===== config.mk =====
export PLATFORM = sky130hd
export DESIGN_NAME = rpvm_top
export DESIGN_NICKNAME = d
export VERILOG_FILES = /design/src/verilog/rpvm_pkg.sv /design/src/verilog/rpvm_if.sv /design/src/verilog/rpvm_meas_latch.sv /design/src/verilog/rpvm_freq_det.sv /design/src/verilog/rpvm_top.sv
export VERILOG_INCLUDE_DIRS = /design/src /design/src/verilog
export SDC_FILE = /design/constraint.sdc
export NUM_CORES = 1
export LEC_CHECK = 0
export ABC_AREA = 1
export BUFFER_PORTS_ARGS = -buffer_cell sky130_fd_sc_hd__buf_2
export CORE_ASPECT_RATIO = 1.4
export CORE_UTILIZATION = 25
export CTS_BUF_LIST = sky130_fd_sc_hd__clkbuf_8
export CTS_CLUSTER_SIZE = 25
export DETAILED_ROUTE_END_ITERATION = 8
export GPL_TIMING_DRIVEN = 0
export PLACE_DENSITY_LB_ADDON = 0.15
export SYNTH_ARGS = -nofsm -noshare
export SYNTH_HDL_FRONTEND = slang
export SYNTH_SLANG_ARGS = --single-unit

===== constraint.sdc =====
create_clock -name clk -period 7.6 [get_ports clk]
set_input_delay 1.52 -clock clk [delete_from_list [all_inputs] [get_ports clk]]
set_output_delay 1.52 -clock clk [all_outputs]
set_load 0.02 [all_outputs]

===== src/verilog/rpvm_params.svh =====
// Functional notes
// Separate register copy per port, chosen by select.
// Frame line total readable as two bytes.
// Line total frozen until read when enabled.
// High byte read latches matching low byte.
// Line width readable, low byte resets zero.
// Recorded width is last line of frame.
// Line width frozen until read when enabled.
// Width high byte read latches low byte.
// Capture frequency only beyond hysteresis band.
// Settle time selectable 40/80/320/1280 us.
// Clock absent flag when below floor.
// Mailbox byte, read/write, resets to zero.
// Line total high byte at 0x73.
// Updates resume after frozen value is read.
// Absent flag clears at or above floor.
`ifndef RPVM_PARAMS_SVH
`define RPVM_PARAMS_SVH

// ==========================================================
// Register offsets
`define RPVM_ADDR_PORT_SEL   8'h4C
`define RPVM_ADDR_LINES_HI   8'h73
`define RPVM_ADDR_LINES_LO   8'h74
`define RPVM_ADDR_WIDTH_HI   8'h75
`define RPVM_ADDR_WIDTH_LO   8'h76
`define RPVM_ADDR_FREQ_CFG   8'h77
`define RPVM_ADDR_MAILBOX    8'h78

// ==========================================================
// Fields and reset values
`define RPVM_PSEL_MSB        1
`define RPVM_PSEL_LSB        0
`define RPVM_HYST_MSB        7
`define RPVM_HYST_LSB        6
`define RPVM_SETTLE_MSB      5
`define RPVM_SETTLE_LSB      4
`define RPVM_FLOOR_MSB       3
`define RPVM_FLOOR_LSB       0
`define RPVM_PSEL_RESET      8'h00
`define RPVM_FREQ_CFG_RESET  8'hC5
`define RPVM_MAILBOX_RESET   8'h00
`define RPVM_MEAS_RESET      16'h0000
`define RPVM_NUM_PORTS       4

// ==========================================================
// Timing
`define RPVM_CLK_PERIOD_NS   40
`define RPVM_SETTLE0_NS      40000
`define RPVM_SETTLE1_NS      80000
`define RPVM_SETTLE2_NS      320000
`define RPVM_SETTLE3_NS      1280000
`define RPVM_SETTLE0_CYC     ((`RPVM_SETTLE0_NS + `RPVM_CLK_PERIOD_NS - 1) / `RPVM_CLK_PERIOD_NS)
`define RPVM_SETTLE1_CYC     ((`RPVM_SETTLE1_NS + `RPVM_CLK_PERIOD_NS - 1) / `RPVM_CLK_PERIOD_NS)
`define RPVM_SETTLE2_CYC     ((`RPVM_SETTLE2_NS + `RPVM_CLK_PERIOD_NS - 1) / `RPVM_CLK_PERIOD_NS)
`define RPVM_SETTLE3_CYC     ((`RPVM_SETTLE3_NS + `RPVM_CLK_PERIOD_NS - 1) / `RPVM_CLK_PERIOD_NS)

`endif


===== src/verilog/rpvm_pkg.sv =====
package rpvm_pkg;
    typedef logic [7:0]  rpvm_byte_type;
    typedef logic [15:0] rpvm_word_type;
    typedef logic [1:0]  rpvm_port_type;
    typedef enum logic { RPVM_SETTLING, RPVM_STABLE } rpvm_fstate_type;
endpackage


===== src/verilog/rpvm_if.sv =====
`timescale 1ns/1ps
interface rpvm_meas_if;
    import rpvm_pkg::*;
    logic          sample_valid;
    rpvm_word_type sample;
    logic          freeze_en;
    logic          rd_hi;
    logic          rd_lo;
    rpvm_word_type value;
    rpvm_byte_type lo_shadow;
    logic          unread;
    modport producer (output sample_valid, sample, freeze_en, rd_hi, rd_lo, input value, lo_shadow, unread);
    modport keeper   (input sample_valid, sample, freeze_en, rd_hi, rd_lo, output value, lo_shadow, unread);
endinterface

interface rpvm_freq_if;
    import rpvm_pkg::*;
    logic          meas_valid;
    rpvm_byte_type meas_mhz;
    logic [1:0]    hyst;
    logic [1:0]    settle_sel;
    logic [3:0]    floor_mhz;
    rpvm_byte_type held_mhz;
    logic          stable;
    logic          absent;
    modport producer (output meas_valid, meas_mhz, hyst, settle_sel, floor_mhz, input held_mhz, stable, absent);
    modport keeper   (input meas_valid, meas_mhz, hyst, settle_sel, floor_mhz, output held_mhz, stable, absent);
endinterface


===== src/verilog/rpvm_meas_latch.sv =====
`timescale 1ns/1ps
`include "rpvm_params.svh"
module rpvm_meas_latch (
    input wire logic     clk,
    input wire logic     rst_n,
    rpvm_meas_if.keeper  m
);
    import rpvm_pkg::*;

    rpvm_word_type value_ff;
    rpvm_word_type nxt_value;
    rpvm_byte_type lo_shadow_ff;
    rpvm_byte_type nxt_lo_shadow;
    logic          unread_ff;
    logic          nxt_unread;

    // ==========================================================
    // Freeze and low byte latch
    always_comb begin
        nxt_value     = value_ff;
        nxt_lo_shadow = lo_shadow_ff;
        nxt_unread    = unread_ff;
        if (m.rd_lo) begin
            nxt_unread = 1'b0;
        end
        if (m.rd_hi) begin
            nxt_lo_shadow = value_ff[7:0];
        end
        // A new sample in the cycle of the completing read still lands.
        if (m.sample_valid && (!m.freeze_en || !unread_ff || m.rd_lo)) begin
            nxt_value  = m.sample;
            nxt_unread = 1'b1;
        end
    end

    always_ff @(posedge clk or negedge rst_n) begin
        if (!rst_n) begin
            value_ff     <= `RPVM_MEAS_RESET;
            lo_shadow_ff <= 8'h00;
            unread_ff    <= 1'b0;
        end else begin
            value_ff     <= nxt_value;
            lo_shadow_ff <= nxt_lo_shadow;
            unread_ff    <= nxt_unread;
        end
    end

    assign m.value     = value_ff;
    assign m.lo_shadow = lo_shadow_ff;
    assign m.unread    = unread_ff;

    // ==========================================================
    // Checks
    a_frozen_hold: assert property (@(posedge clk) disable iff (!rst_n)
        m.freeze_en && unread_ff && !m.rd_lo |=> $stable(value_ff))
        else $error("frozen value changed before read");
    a_hi_latch: assert property (@(posedge clk) disable iff (!rst_n)
        m.rd_hi |=> lo_shadow_ff == $past(value_ff[7:0]))
        else $error("low byte not latched on high read");
    a_resume_update: assert property (@(posedge clk) disable iff (!rst_n)
        m.sample_valid && (!unread_ff || !m.freeze_en) |=> value_ff == $past(m.sample) && unread_ff)
        else $error("sample not taken when free");
endmodule


===== src/verilog/rpvm_freq_det.sv =====
`timescale 1ns/1ps
`include "rpvm_params.svh"
module rpvm_freq_det #(
    parameter logic [15:0] SETTLE2_CYC = 16'd8000,
    parameter logic [15:0] SETTLE3_CYC = 16'd32000
) (
    input wire logic     clk,
    input wire logic     rst_n,
    rpvm_freq_if.keeper  f
);
    import rpvm_pkg::*;

    rpvm_fstate_type state_ff;
    rpvm_fstate_type nxt_state;
    rpvm_byte_type   held_ff;
    rpvm_byte_type   nxt_held;
    logic [15:0]     cnt_ff;
    logic [15:0]     nxt_cnt;
    logic            absent_ff;
    logic            nxt_absent;
    rpvm_byte_type   diff;
    logic [15:0]     limit;
    logic            capture;

    // ==========================================================
    // Hysteresis capture, settle timer and floor compare
    always_comb begin
        diff    = (f.meas_mhz > held_ff) ? (f.meas_mhz - held_ff) : (held_ff - f.meas_mhz);
        capture = f.meas_valid && (diff > {6'h00, f.hyst});
        case (f.settle_sel)
            2'h0:    limit = 16'(`RPVM_SETTLE0_CYC);
            2'h1:    limit = 16'(`RPVM_SETTLE1_CYC);
            2'h2:    limit = SETTLE2_CYC;
            default: limit = SETTLE3_CYC;
        endcase
        nxt_state  = state_ff;
        nxt_held   = held_ff;
        nxt_cnt    = cnt_ff;
        nxt_absent = absent_ff;
        if (f.meas_valid) begin
            nxt_absent = (f.meas_mhz < {4'h0, f.floor_mhz});
        end
        if (capture) begin
            nxt_held  = f.meas_mhz;
            nxt_cnt   = 16'h0000;
            nxt_state = RPVM_SETTLING;
        end else begin
            case (state_ff)
                RPVM_SETTLING: begin
                    nxt_cnt = cnt_ff + 16'h0001;
                    if (nxt_cnt >= limit) begin
                        nxt_state = RPVM_STABLE;
                    end
                end
                RPVM_STABLE: begin
                    nxt_cnt = cnt_ff;
                end
                default: nxt_state = RPVM_SETTLING;
            endcase
        end
    end

    always_ff @(posedge clk or negedge rst_n) begin
        if (!rst_n) begin
            state_ff  <= RPVM_SETTLING;
            held_ff   <= 8'h00;
            cnt_ff    <= 16'h0000;
            absent_ff <= 1'b0;
        end else begin
            state_ff  <= nxt_state;
            held_ff   <= nxt_held;
            cnt_ff    <= nxt_cnt;
            absent_ff <= nxt_absent;
        end
    end

    assign f.held_mhz = held_ff;
    assign f.stable   = (state_ff == RPVM_STABLE);
    assign f.absent   = absent_ff;

    // ==========================================================
    // Checks
    a_hyst_capture: assert property (@(posedge clk) disable iff (!rst_n)
        capture |=> held_ff == $past(f.meas_mhz) && state_ff == RPVM_SETTLING)
        else $error("out of band measurement not captured");
    a_hyst_ignore: assert property (@(posedge clk) disable iff (!rst_n)
        f.meas_valid && !capture |=> held_ff == $past(held_ff))
        else $error("in band measurement captured");
    a_absent_set: assert property (@(posedge clk) disable iff (!rst_n)
        f.meas_valid && (f.meas_mhz < {4'h0, f.floor_mhz}) |=> absent_ff)
        else $error("absent flag not set below floor");
    a_absent_clear: assert property (@(posedge clk) disable iff (!rst_n)
        f.meas_valid && (f.meas_mhz >= {4'h0, f.floor_mhz}) |=> !absent_ff)
        else $error("absent flag not cleared at floor");
    a_settle_40us: assert property (@(posedge clk) disable iff (!rst_n)
        capture && f.settle_sel == 2'h0 ##1 (!f.meas_valid && f.settle_sel == 2'h0) [*8] |-> state_ff == RPVM_SETTLING)
        else $error("stable declared too early");
endmodule


===== src/verilog/rpvm_top.sv =====
`timescale 1ns/1ps
`include "rpvm_params.svh"
module rpvm_top #(
    parameter logic [15:0] SETTLE2_CYC = 16'(`RPVM_SETTLE2_CYC),
    parameter logic [15:0] SETTLE3_CYC = 16'(`RPVM_SETTLE3_CYC)
) (
    input  wire logic                          clk,
    input  wire logic                          rst_n,
    input  wire logic [7:0]                    reg_addr,
    input  wire logic                          reg_wr,
    input  wire logic [7:0]                    reg_wdata,
    input  wire logic                          reg_rd,
    output logic [7:0]                         reg_rdata,
    input  wire logic [3:0]                    frame_done,
    input  wire rpvm_pkg::rpvm_word_type [3:0] frame_lines,
    input  wire logic [3:0]                    line_done,
    input  wire rpvm_pkg::rpvm_word_type [3:0] line_width,
    input  wire logic [3:0]                    line_total_change_irq_enable,
    input  wire logic [3:0]                    line_width_change_irq_enable,
    input  wire logic [3:0]                    freq_meas_valid,
    input  wire rpvm_pkg::rpvm_byte_type [3:0] freq_meas_mhz,
    output logic [3:0]                         serial_clock_absent_flag,
    output logic [3:0]                         freq_stable
);
    import rpvm_pkg::*;

    // ==========================================================
    // Host-visible state
    rpvm_byte_type       port_sel_ff;
    rpvm_byte_type       nxt_port_sel;
    rpvm_byte_type [3:0] freq_cfg_ff;
    rpvm_byte_type [3:0] nxt_freq_cfg;
    rpvm_byte_type [3:0] mailbox_ff;
    rpvm_byte_type [3:0] nxt_mailbox;
    rpvm_byte_type       rdata_ff;
    rpvm_byte_type       nxt_rdata;
    rpvm_word_type [3:0] width_work_ff;
    rpvm_word_type [3:0] nxt_width_work;

    rpvm_port_type       sel;
    rpvm_word_type [3:0] lines_val;
    rpvm_byte_type [3:0] lines_lo;
    rpvm_word_type [3:0] width_val;
    rpvm_byte_type [3:0] width_lo;
    logic [3:0]          absent_w;
    logic [3:0]          stable_w;
    logic [3:0]          hit_port;

    assign sel = port_sel_ff[`RPVM_PSEL_MSB:`RPVM_PSEL_LSB];

    // ==========================================================
    // Per-port measurement and detector instances
    genvar p;
    generate
        for (p = 0; p < `RPVM_NUM_PORTS; p = p + 1) begin : g_port
            rpvm_meas_if lines_if ();
            rpvm_meas_if width_if ();
            rpvm_freq_if freq_if ();

            // Only the selected port sees the access.
            assign hit_port[p] = (sel == 2'(p));

            assign lines_if.sample_valid = frame_done[p];
            assign lines_if.sample       = frame_lines[p];
            assign lines_if.freeze_en    = line_total_change_irq_enable[p];
            assign lines_if.rd_hi        = reg_rd && hit_port[p] && (reg_addr == `RPVM_ADDR_LINES_HI);
            assign lines_if.rd_lo        = reg_rd && hit_port[p] && (reg_addr == `RPVM_ADDR_LINES_LO);

            // The width published at frame end is the last line seen in that frame.
            assign width_if.sample_valid = frame_done[p];
            assign width_if.sample       = line_done[p] ? line_width[p] : width_work_ff[p];
            assign width_if.freeze_en    = line_width_change_irq_enable[p];
            assign width_if.rd_hi        = reg_rd && hit_port[p] && (reg_addr == `RPVM_ADDR_WIDTH_HI);
            assign width_if.rd_lo        = reg_rd && hit_port[p] && (reg_addr == `RPVM_ADDR_WIDTH_LO);

            assign freq_if.meas_valid    = freq_meas_valid[p];
            assign freq_if.meas_mhz      = freq_meas_mhz[p];
            assign freq_if.hyst          = freq_cfg_ff[p][`RPVM_HYST_MSB:`RPVM_HYST_LSB];
            assign freq_if.settle_sel    = freq_cfg_ff[p][`RPVM_SETTLE_MSB:`RPVM_SETTLE_LSB];
            assign freq_if.floor_mhz     = freq_cfg_ff[p][`RPVM_FLOOR_MSB:`RPVM_FLOOR_LSB];

            assign lines_val[p] = lines_if.value;
            assign lines_lo[p]  = lines_if.lo_shadow;
            assign width_val[p] = width_if.value;
            assign width_lo[p]  = width_if.lo_shadow;
            assign absent_w[p]  = freq_if.absent;
            assign stable_w[p]  = freq_if.stable;

            rpvm_meas_latch u_lines (
                .clk   (clk),
                .rst_n (rst_n),
                .m     (lines_if.keeper)
            );

            rpvm_meas_latch u_width (
                .clk   (clk),
                .rst_n (rst_n),
                .m     (width_if.keeper)
            );

            rpvm_freq_det #(
                .SETTLE2_CYC (SETTLE2_CYC),
                .SETTLE3_CYC (SETTLE3_CYC)
            ) u_freq (
                .clk   (clk),
                .rst_n (rst_n),
                .f     (freq_if.keeper)
            );
        end
    endgenerate

    // ==========================================================
    // Line width working register
    always_comb begin
        nxt_width_work = width_work_ff;
        for (int i = 0; i < `RPVM_NUM_PORTS; i++) begin
            if (line_done[i]) begin
                nxt_width_work[i] = line_width[i];
            end
        end
    end

    always_ff @(posedge clk or negedge rst_n) begin
        if (!rst_n) begin
            width_work_ff <= {`RPVM_NUM_PORTS{`RPVM_MEAS_RESET}};
        end else begin
            width_work_ff <= nxt_width_work;
        end
    end

    // ==========================================================
    // Register writes
    always_comb begin
        nxt_port_sel = port_sel_ff;
        nxt_freq_cfg = freq_cfg_ff;
        nxt_mailbox  = mailbox_ff;
        if (reg_wr) begin
            case (reg_addr)
                `RPVM_ADDR_PORT_SEL: begin
                    nxt_port_sel = {6'h00, reg_wdata[`RPVM_PSEL_MSB:`RPVM_PSEL_LSB]};
                end
                `RPVM_ADDR_FREQ_CFG: begin
                    nxt_freq_cfg[sel] = reg_wdata;
                end
                `RPVM_ADDR_MAILBOX: begin
                    nxt_mailbox[sel] = reg_wdata;
                end
                default: begin
                    nxt_port_sel = port_sel_ff;
                end
            endcase
        end
    end

    always_ff @(posedge clk or negedge rst_n) begin
        if (!rst_n) begin
            port_sel_ff <= `RPVM_PSEL_RESET;
            freq_cfg_ff <= {`RPVM_NUM_PORTS{`RPVM_FREQ_CFG_RESET}};
            mailbox_ff  <= {`RPVM_NUM_PORTS{`RPVM_MAILBOX_RESET}};
        end else begin
            port_sel_ff <= nxt_port_sel;
            freq_cfg_ff <= nxt_freq_cfg;
            mailbox_ff  <= nxt_mailbox;
        end
    end

    // ==========================================================
    // Register reads
    always_comb begin
        nxt_rdata = rdata_ff;
        if (reg_rd) begin
            case (reg_addr)
                `RPVM_ADDR_PORT_SEL: nxt_rdata = port_sel_ff;
                `RPVM_ADDR_LINES_HI: nxt_rdata = lines_val[sel][15:8];
                `RPVM_ADDR_LINES_LO: nxt_rdata = lines_lo[sel];
                `RPVM_ADDR_WIDTH_HI: nxt_rdata = width_val[sel][15:8];
                `RPVM_ADDR_WIDTH_LO: nxt_rdata = width_lo[sel];
                `RPVM_ADDR_FREQ_CFG: nxt_rdata = freq_cfg_ff[sel];
                `RPVM_ADDR_MAILBOX:  nxt_rdata = mailbox_ff[sel];
                default:             nxt_rdata = 8'h00;
            endcase
        end
    end

    always_ff @(posedge clk or negedge rst_n) begin
        if (!rst_n) begin
            rdata_ff                 <= 8'h00;
            serial_clock_absent_flag <= 4'h0;
            freq_stable              <= 4'h0;
        end else begin
            rdata_ff                 <= nxt_rdata;
            serial_clock_absent_flag <= absent_w;
            freq_stable              <= stable_w;
        end
    end

    assign reg_rdata = rdata_ff;

    // ==========================================================
    // Checks
    a_mailbox_write: assert property (@(posedge clk) disable iff (!rst_n)
        reg_wr && reg_addr == `RPVM_ADDR_MAILBOX ##1 !reg_wr
        ##1 reg_rd && !reg_wr && reg_addr == `RPVM_ADDR_MAILBOX
        |=> reg_rdata == $past(reg_wdata, 3))
        else $error("mailbox does not read back written byte");
    a_port_isolated: assert property (@(posedge clk) disable iff (!rst_n)
        reg_wr && reg_addr == `RPVM_ADDR_MAILBOX |=> mailbox_ff[$past(sel) + 2'h1] == $past(mailbox_ff[sel + 2'h1]))
        else $error("write reached an unselected port");
    a_lines_pair: assert property (@(posedge clk) disable iff (!rst_n)
        reg_rd && reg_addr == `RPVM_ADDR_LINES_HI && !reg_wr ##1 !reg_rd && !reg_wr
        ##1 reg_rd && reg_addr == `RPVM_ADDR_LINES_LO && !reg_wr && $stable(sel)
        |=> reg_rdata == $past(lines_val[sel][7:0], 3))
        else $error("line total bytes not coherent");
    a_width_pair: assert property (@(posedge clk) disable iff (!rst_n)
        reg_rd && reg_addr == `RPVM_ADDR_WIDTH_HI && !reg_wr ##1 !reg_rd && !reg_wr
        ##1 reg_rd && reg_addr == `RPVM_ADDR_WIDTH_LO && !reg_wr && $stable(sel)
        |=> reg_rdata == $past(width_val[sel][7:0], 3))
        else $error("line width bytes not coherent");
    a_unmapped_zero: assert property (@(posedge clk) disable iff (!rst_n)
        reg_rd && !(reg_addr inside {`RPVM_ADDR_PORT_SEL, [`RPVM_ADDR_LINES_HI:`RPVM_ADDR_MAILBOX]}) |=> reg_rdata == 8'h00)
        else $error("unmapped read not zero");
    a_width_last: assert property (@(posedge clk) disable iff (!rst_n)
        frame_done[1] && !line_done[1] && (!line_width_change_irq_enable[1] || !g_port[1].width_if.unread)
        |=> width_val[1] == $past(width_work_ff[1]))
        else $error("recorded width is not last line");
    a_cfg_reset: assert property (@(posedge clk) $rose(rst_n) |-> freq_cfg_ff[0] == `RPVM_FREQ_CFG_RESET)
        else $error("frequency config reset value wrong");
endmodule


==> results of run 1 <==
[through the flow]
step / area [um^2] / std cells / utilization / hold WS [ns]
final: 29300 / 4726 / 0.299 / 0.382
after global routing: 29300 / 4725 / 0.299 / 0.389
after CTS: 29300 / 4724 / 0.299 / 0.389
after detailed placement: 27600 / 4579 / 0.281 / 0.374
after global placement: 27400 / 4575 / 0.279 / 0.363
after floorplan: 24700 / 3054 / - / 0.352
[critical path, delay by kind of cell]
kind                     cells  cell delay [ns]
AO/OA/AOI/OAI                1             0.10
adder cells (fa/ha/maj)      3             0.91
buffers and inverters        6             0.84
multiplexers                 1             0.35
AND/OR/NAND/NOR              9             0.97
[sequential cells by signal, indices dropped and copies added, names as in the netlist, 4 cells and up]
register,flops
freq_cfg_ff,32
freq_stable,4
g_port.u_freq.cnt_ff,64
g_port.u_freq.f.absent,4
g_port.u_freq.f.held_mhz,32
g_port.u_freq.f.stable,4
g_port.u_lines.m.lo_shadow,32
g_port.u_lines.m.unread,4
g_port.u_lines.m.value,64
g_port.u_width.m.lo_shadow,32
g_port.u_width.m.unread,4
g_port.u_width.m.value,64
mailbox_ff,32
reg_rdata,8
serial_clock_absent_flag,4
width_work_ff,64
[synth_stat cells (5+ instances only)]
cell	n	area, um^2
nand2_2	5	31.3
fa_1	8	160
mux2_2	96	1080
o22ai_1	26	163
a21boi_0	11	82.6
xor2_1	28	245
nand3_1	126	631
or2_2	8	50.1
nand4_1	43	269
ha_1	132	1650
nand2_1	830	3120
nor4_1	6	37.5
o21bai_1	7	52.6
dfstp_2	16	420
o21ai_1	22	110
dfrtp_1	434	10900
nor3_1	13	65.1
xnor2_1	15	131
a21o_1	6	45.0
inv_1	455	1710
o21ai_0	309	1550
a22oi_1	62	465
buf_1	5	18.8
o211ai_1	11	82.6
nor2_1	172	646
a21oi_1	71	355
buf_2	25	125
inv_2	9	33.8
clkbuf_1	66	248
[power groups by stage]
stage	registers, W	clock network, W	logic, W
final	0.00269	0.00250	0.00109
after floorplan	0.00270	0	0.000699
after global routing	0.00272	0.00271	0.00126
after CTS	0.00269	0.00262	0.00112
after global placement	0.00273	0	0.00110
after detailed placement	0.00273	0	0.00112
[how the worst max path moves through the flow]
stage / to / start / slack (ns)
5_1_grt: g_port[2].u_freq.cnt_ff[12]$_DFFE_PN0P_ / freq_meas_mhz[16] / 3.23
2_1_floorplan: g_port[2].u_freq.cnt_ff[10]$_DFFE_PN0P_ / freq_meas_mhz[16] / 3.53
6_report: g_port[0].u_freq.cnt_ff[11]$_DFFE_PN0P_ / freq_meas_mhz[0] / 3.47
3_3_place_gp: g_port[3].u_lines.m.value[2]$_DFFE_PN0P_ / rst_n / -5.36
4_1_cts: g_port[2].u_freq.cnt_ff[11]$_DFFE_PN0P_ / freq_meas_mhz[16] / 3.44
3_5_place_dp: g_port[2].u_freq.cnt_ff[11]$_DFFE_PN0P_ / freq_meas_mhz[16] / 2.62
[routing by layer]
layer / global-route usage / wire length [um]
met5: 0 / 61
met1: 0.192 / 33400
met3: 0.0319 / 3540
met2: 0.302 / 42700
met4: 0.0735 / 3460
[cells by family (layout without fill, tap and decap cells)]
| group | count (synthesis) | after routing | synth area share |
|---|---|---|---|
| compound gates | 544 | 544 | 0.124 |
| xor+xnor | 43 | 43 | 0.0152 |
| fa+ha+maj | 140 | 140 | 0.0732 |
| buf+inv | 567 | 926 | 0.0880 |
| flops | 450 | 450 | 0.456 |
| mux | 98 | 98 | 0.0445 |
| other cells | 0 | 2 | 0 |
| simple gates | 1212 | 1212 | 0.200 |
[layout make-up]
cell class                 instances  area share
inverter                         465      0.0595
clock inverter                    41      0.0109
sequential                       450       0.385
tap                             1311      0.0560
multi-input combinational       2037       0.385
timing repair buffer             214      0.0400
buffer                           102      0.0147
antenna                            2    0.000171
clock buffer                     104      0.0488
[cell usage in the layout (no fill, tap or decap), types with 26 or more instances in the layout]
cell type	count
nor2_1	172
nand2_1	830
nand3_1	126
a22oi_1	62
nand4_1	43
o21ai_0	309
ha_1	132
inv_1	479
a21oi_1	71
o22ai_1	26
clkbuf_1	66
mux2_2	96
xor2_1	28
buf_2	234
clkbuf_8	104
dfrtp_1	434
==> results.toml, run 1 <==
[hold_path]
hp-start = "g_port[2].u_freq.f.absent$_DFFE_PN0P_"
holdPathEnd = "serial_clock_absent_flag[2]$_DFF_PN0_"
whs_path_depth = 0
hold_path_class = "reg2reg"

[timing]
fin_ws_ns = 3.47
max_freq_mhz = 242
setup_tns_ns = 0
fin_worst_skew_ns = 0.0446
finalCritPeriodShare = 0.543
slew_viol_final = 0
slew_headroom = 0.316
setup_violations = 0
rsz0062_at_grt = "no"
tightestPinTransition_ns = 1.02
hold_viol = 0
fin_crit_ns = 4.13

[power]
p_sw_frac = 0.313
p_switching_w = 0.00196
p_clk_frac = 0.398
fin_total_pwr_w = 0.00629
power_density_nw_per_um2 = 214
ir_drop_v = 0.0000986
pwr-share-seq = 0.428
internal-power_w = 0.00432
p_leak_nw = 14.8
p_comb_frac = 0.174

[placed_design]
hpwl_mm = 64.0
portBuffers = 210
gp_congestion = 0.853
dp_slack_ns = 2.62

[synth]
synth.yosys.seq_area_share = 0.456
syn_inst = 3054
async_reset_ff_frac = 1.00
synth_warnings = 0
synth_area_per_cell_um2 = 8.10
synth_fp_nets = 3394
syn_area_um2 = 24700
synth.ff_latch_count = 450
synth_ff_type = "dfrtp_1"
post_synth_num_cell_types = 46
synth_edf_count = 0

[floorplan]
die_area_um2 = 100000
die_w_um = 268
io_pins = 216
core_area_um2 = 98200
die_y_um = 374
start_util = 0.252
rows = 136

[route]
firstDrtPassIters = 6
drc = 0
drt_wl_total_mm = 83.2
routedWlPerCell_um = 17.6
vias = 20900
ant_nets = 0
via_per_inst = 4.42
first_iter_violations = 1073

[critical_path]
reg2reg_to = "g_port[2].u_freq.cnt_ff[11]$_DFFE_PN0P_"
path_cells = "buf_2, inv_1, ha_1, inv_1, fa_1, nand3_1, nand2_1, nand2_1, nand2_1, nand2_1, mux2_2, ha_1, inv_1, nor2_1, o21ai_0, nand2_2, nand2_4, inv_2, buf_2, nor2_1"
slowest_delay_ns = 0.43
slowest_stage = "fa_1"
reg2reg_from = "g_port[2].u_freq.f.held_mhz[0]$_DFFE_PN0P_"
ff2ff_path_depth = 18
crit_top_cell = "nand2_1"
cp_max_fo = 10
crit_path_start_kind = "primary input"
cp_data_arrival_time_ns = 4.73
worst_ep_required_time_ns = 8.20
critPathCaptureType = "register"
rrSetupSlack_ns = 4.09
crit_type = "in2reg"

[finish]
drive_above_1_share = 0.150
fillers = 10800
syn2layout_area_growth_pct = 18.5
nets = 3692
multi_input_area_um2 = 11300
register_area_um2 = 11300

[cts]
h-tree-depth = 3
path_clk_slew_ns = 0.06
clkSinkCount = 450
cts_root_buffer = "clkbuf_8"
cts_buffer_depth = 3
cts_made_buffers = 82
cts_resized = 0
hold_buffers = 0
post-cts-setup-buffers = 0
tritoncts = "built"
clk_latency_ns = 0.76

[global_routing]
grt_start_max_net_pins = 110
grt_pass1_wl_mm = 128
first_global_vias = 21700
grt.total_usage = 0.169
overflow = 0
antenna_found_initial = 9

[outcome]
status = "finished, final reports clean"

[run]
maxCapViolCount = 0
Note: power is estimated with default switching activity, not from simulation.
==> run 2, diff against run 1 <==
==> constraint.sdc (replaced) <==
create_clock -name clk -period 3.35 [get_ports clk]
set_input_delay 0.67 -clock clk [delete_from_list [all_inputs] [get_ports clk]]
set_output_delay 0.67 -clock clk [all_outputs]
set_load 0.02 [all_outputs]
==> run 2 against run 1 <==
Die area is the same; first-iteration DRC count grew 1.6%; core utilization grew 0.097 points; setup slack lost 3.2 ns; total power grew 130%; via count grew 0.26%; global-route usage is essentially flat; hold slack lost 0.25 ns; sequential power grew 130%.
==> results.toml, run 2 (synthesized netlist as in run 1, its figures left out) <==
[outcome]
status = "finished, final reports clean"

[placed_design]
gp_congestion = 0.853
hpwl_mm = 64.0
dp_slack_ns = -0.785
portBuffers = 210

[power]
p_leak_nw = 14.9
p_clk_frac = 0.398
pwr-share-seq = 0.427
internal-power_w = 0.00982
p_comb_frac = 0.175
fin_total_pwr_w = 0.0143
p_sw_frac = 0.313
ir_drop_v = 0.000225
power_density_nw_per_um2 = 486
p_switching_w = 0.00448

[cts]
clk_latency_ns = 0.76
clkSinkCount = 450
tritoncts = "built"
cts_root_buffer = "clkbuf_8"
cts_buffer_depth = 3
h-tree-depth = 3
path_clk_slew_ns = 0.06
cts_made_buffers = 82

[critical_path]
cp_data_arrival_time_ns = 3.75
slowest_stage = "dfrtp_1"
critPathCaptureType = "register"
crit_path_start_kind = "register"
crit_type = "reg2reg"
crit_top_cell = "nand2_1"
worst_ep_required_time_ns = 4.00
ff2ff_path_depth = 18
path_cells = "ha_1, inv_1, fa_2, nand3_1, nand2_1, nand2_1, nand2_1, nand2_1, mux2_2, ha_1, inv_1, nor2_1, o21ai_1, nand2_2, nand2_4, inv_4, buf_4, nor2_1"
slowest_delay_ns = 0.38
reg2reg_from = "g_port[0].u_freq.f.held_mhz[0]$_DFFE_PN0P_"
reg2reg_to = "g_port[0].u_freq.cnt_ff[11]$_DFFE_PN0P_"
cp_max_fo = 10
rrSetupSlack_ns = 0.24

[route]
vias = 21000
drc = 0
via_per_inst = 4.43
routedWlPerCell_um = 17.6
firstDrtPassIters = 5
ant_nets = 0
first_iter_violations = 1090
drt_wl_total_mm = 83.5

[floorplan]
rows = 136
die_w_um = 268
die_y_um = 374
die_area_um2 = 100000
start_util = 0.252
core_area_um2 = 98200
io_pins = 216

[timing]
fin_worst_skew_ns = 0.0458
max_freq_mhz = 322
slew_headroom = 0.326
tightestPinTransition_ns = 1.00
fin_crit_ns = 3.11
hold_viol = 0
finalCritPeriodShare = 0.927
fin_ws_ns = 0.245
slew_viol_final = 0
setup_violations = 0
rsz0062_at_grt = "no"

[global_routing]
antenna_found_initial = 9
grt.total_usage = 0.169
grt_pass1_wl_mm = 128
grt_start_max_net_pins = 110
overflow = 0
first_global_vias = 21700

[run]
maxCapViolCount = 0

[hold_path]
holdPathEnd = "g_port[1].u_lines.m.value[12]$_DFFE_PN0P_"
hold_path_class = "in2reg"
hp-start = "frame_lines[28]"
whs_path_depth = 3

[finish]
final_common_cell = "nand2_1"
syn2layout_area_growth_pct = 18.8
final_cell_mix = "nand2_1, inv_1, dfrtp_1"
nets = 3699
drive_above_1_share = 0.153
fillers = 10700
## run 2: layout make-up
type | count | area (um^2) | share of cell area
Clock inverter | 41 | 319 | 0.0108
Inverter | 465 | 1750 | 0.0595
Buffer | 102 | 439 | 0.0149
Sequential cell | 450 | 11300 | 0.384
Tap cell | 1311 | 1640 | 0.0558
Antenna cell | 2 | 5.00 | 0.000170
Multi-Input combinational cell | 2037 | 11300 | 0.385
Clock buffer | 104 | 1430 | 0.0487
Timing Repair Buffer | 221 | 1230 | 0.0417
## run 2: power groups by stage
stage | sequential (W) | clock, W | combinational [W]
6_report | 0.00610 | 0.00569 | 0.00250
3_5_place_dp | 0.00620 | 0 | 0.00253
4_1_cts | 0.00611 | 0.00595 | 0.00255
2_1_floorplan | 0.00614 | 0 | 0.00159
5_1_grt | 0.00616 | 0.00615 | 0.00288
3_3_place_gp | 0.00620 | 0 | 0.00250
## run 2: critical path: cells and delay by family, from the launching register on
family | cells | cell delay (ns)
adders and majority gates | 3 | 0.88
buffers and inverters | 4 | 0.44
and+or+nand+nor | 9 | 0.81
AOI/OAI and AO/OA | 1 | 0.15
muxes | 1 | 0.35
DFF | 1 | 0.38
## run 2: routing by layer
layer / part of all wire / track usage
met5: 0.00073 / 0
met2: 0.51 / 0.304
met1: 0.40 / 0.192
met4: 0.041 / 0.0717
met3: 0.042 / 0.0319
## run 2: what timing repair did
action / in CTS / in global routing
buffers inserted: 3 / 3
endpoints found under the hold margin: 65 / 0
pin swaps: 3 / 1
endpoints found under the setup margin: 43 / 39
hold buffers: 1 / 0
gates resized for setup: 4 / 13
cloned: 0 / 0
## run 2: stage by stage
stage	instance area, um^2	utilization	hold WS, ns	instances	setup TNS, ns
4_1_cts	29300	0.299	0.0405	4728	0
2_1_floorplan	24700	-	0.352	3054	0
3_3_place_gp	27400	0.279	0.363	4575	-3886.79
5_1_grt	29400	0.299	0.0918	4732	0
3_5_place_dp	27600	0.281	0.374	4579	-45.33
6_report	29400	0.300	0.133	4733	0
## run 2: worst max path at each step
stage | from | endpoint | cells past startpoint
floorplan | freq_meas_mhz[16] | g_port[2].u_freq.cnt_ff[10]$_DFFE_PN0P_ | 19
finish | g_port[0].u_freq.f.held_mhz[0]$_DFFE_PN0P_ | g_port[0].u_freq.cnt_ff[11]$_DFFE_PN0P_ | 18
detailed placement | freq_meas_mhz[16] | g_port[2].u_freq.cnt_ff[11]$_DFFE_PN0P_ | 20
CTS | g_port[2].u_freq.f.held_mhz[0]$_DFFE_PN0P_ | g_port[2].u_freq.cnt_ff[11]$_DFFE_PN0P_ | 18
global route | g_port[1].u_freq.f.held_mhz[0]$_DFFE_PN0P_ | g_port[1].u_freq.f.held_mhz[5]$_DFFE_PN0P_ | 17
global placement | rst_n | g_port[3].u_lines.m.value[2]$_DFFE_PN0P_ | 1
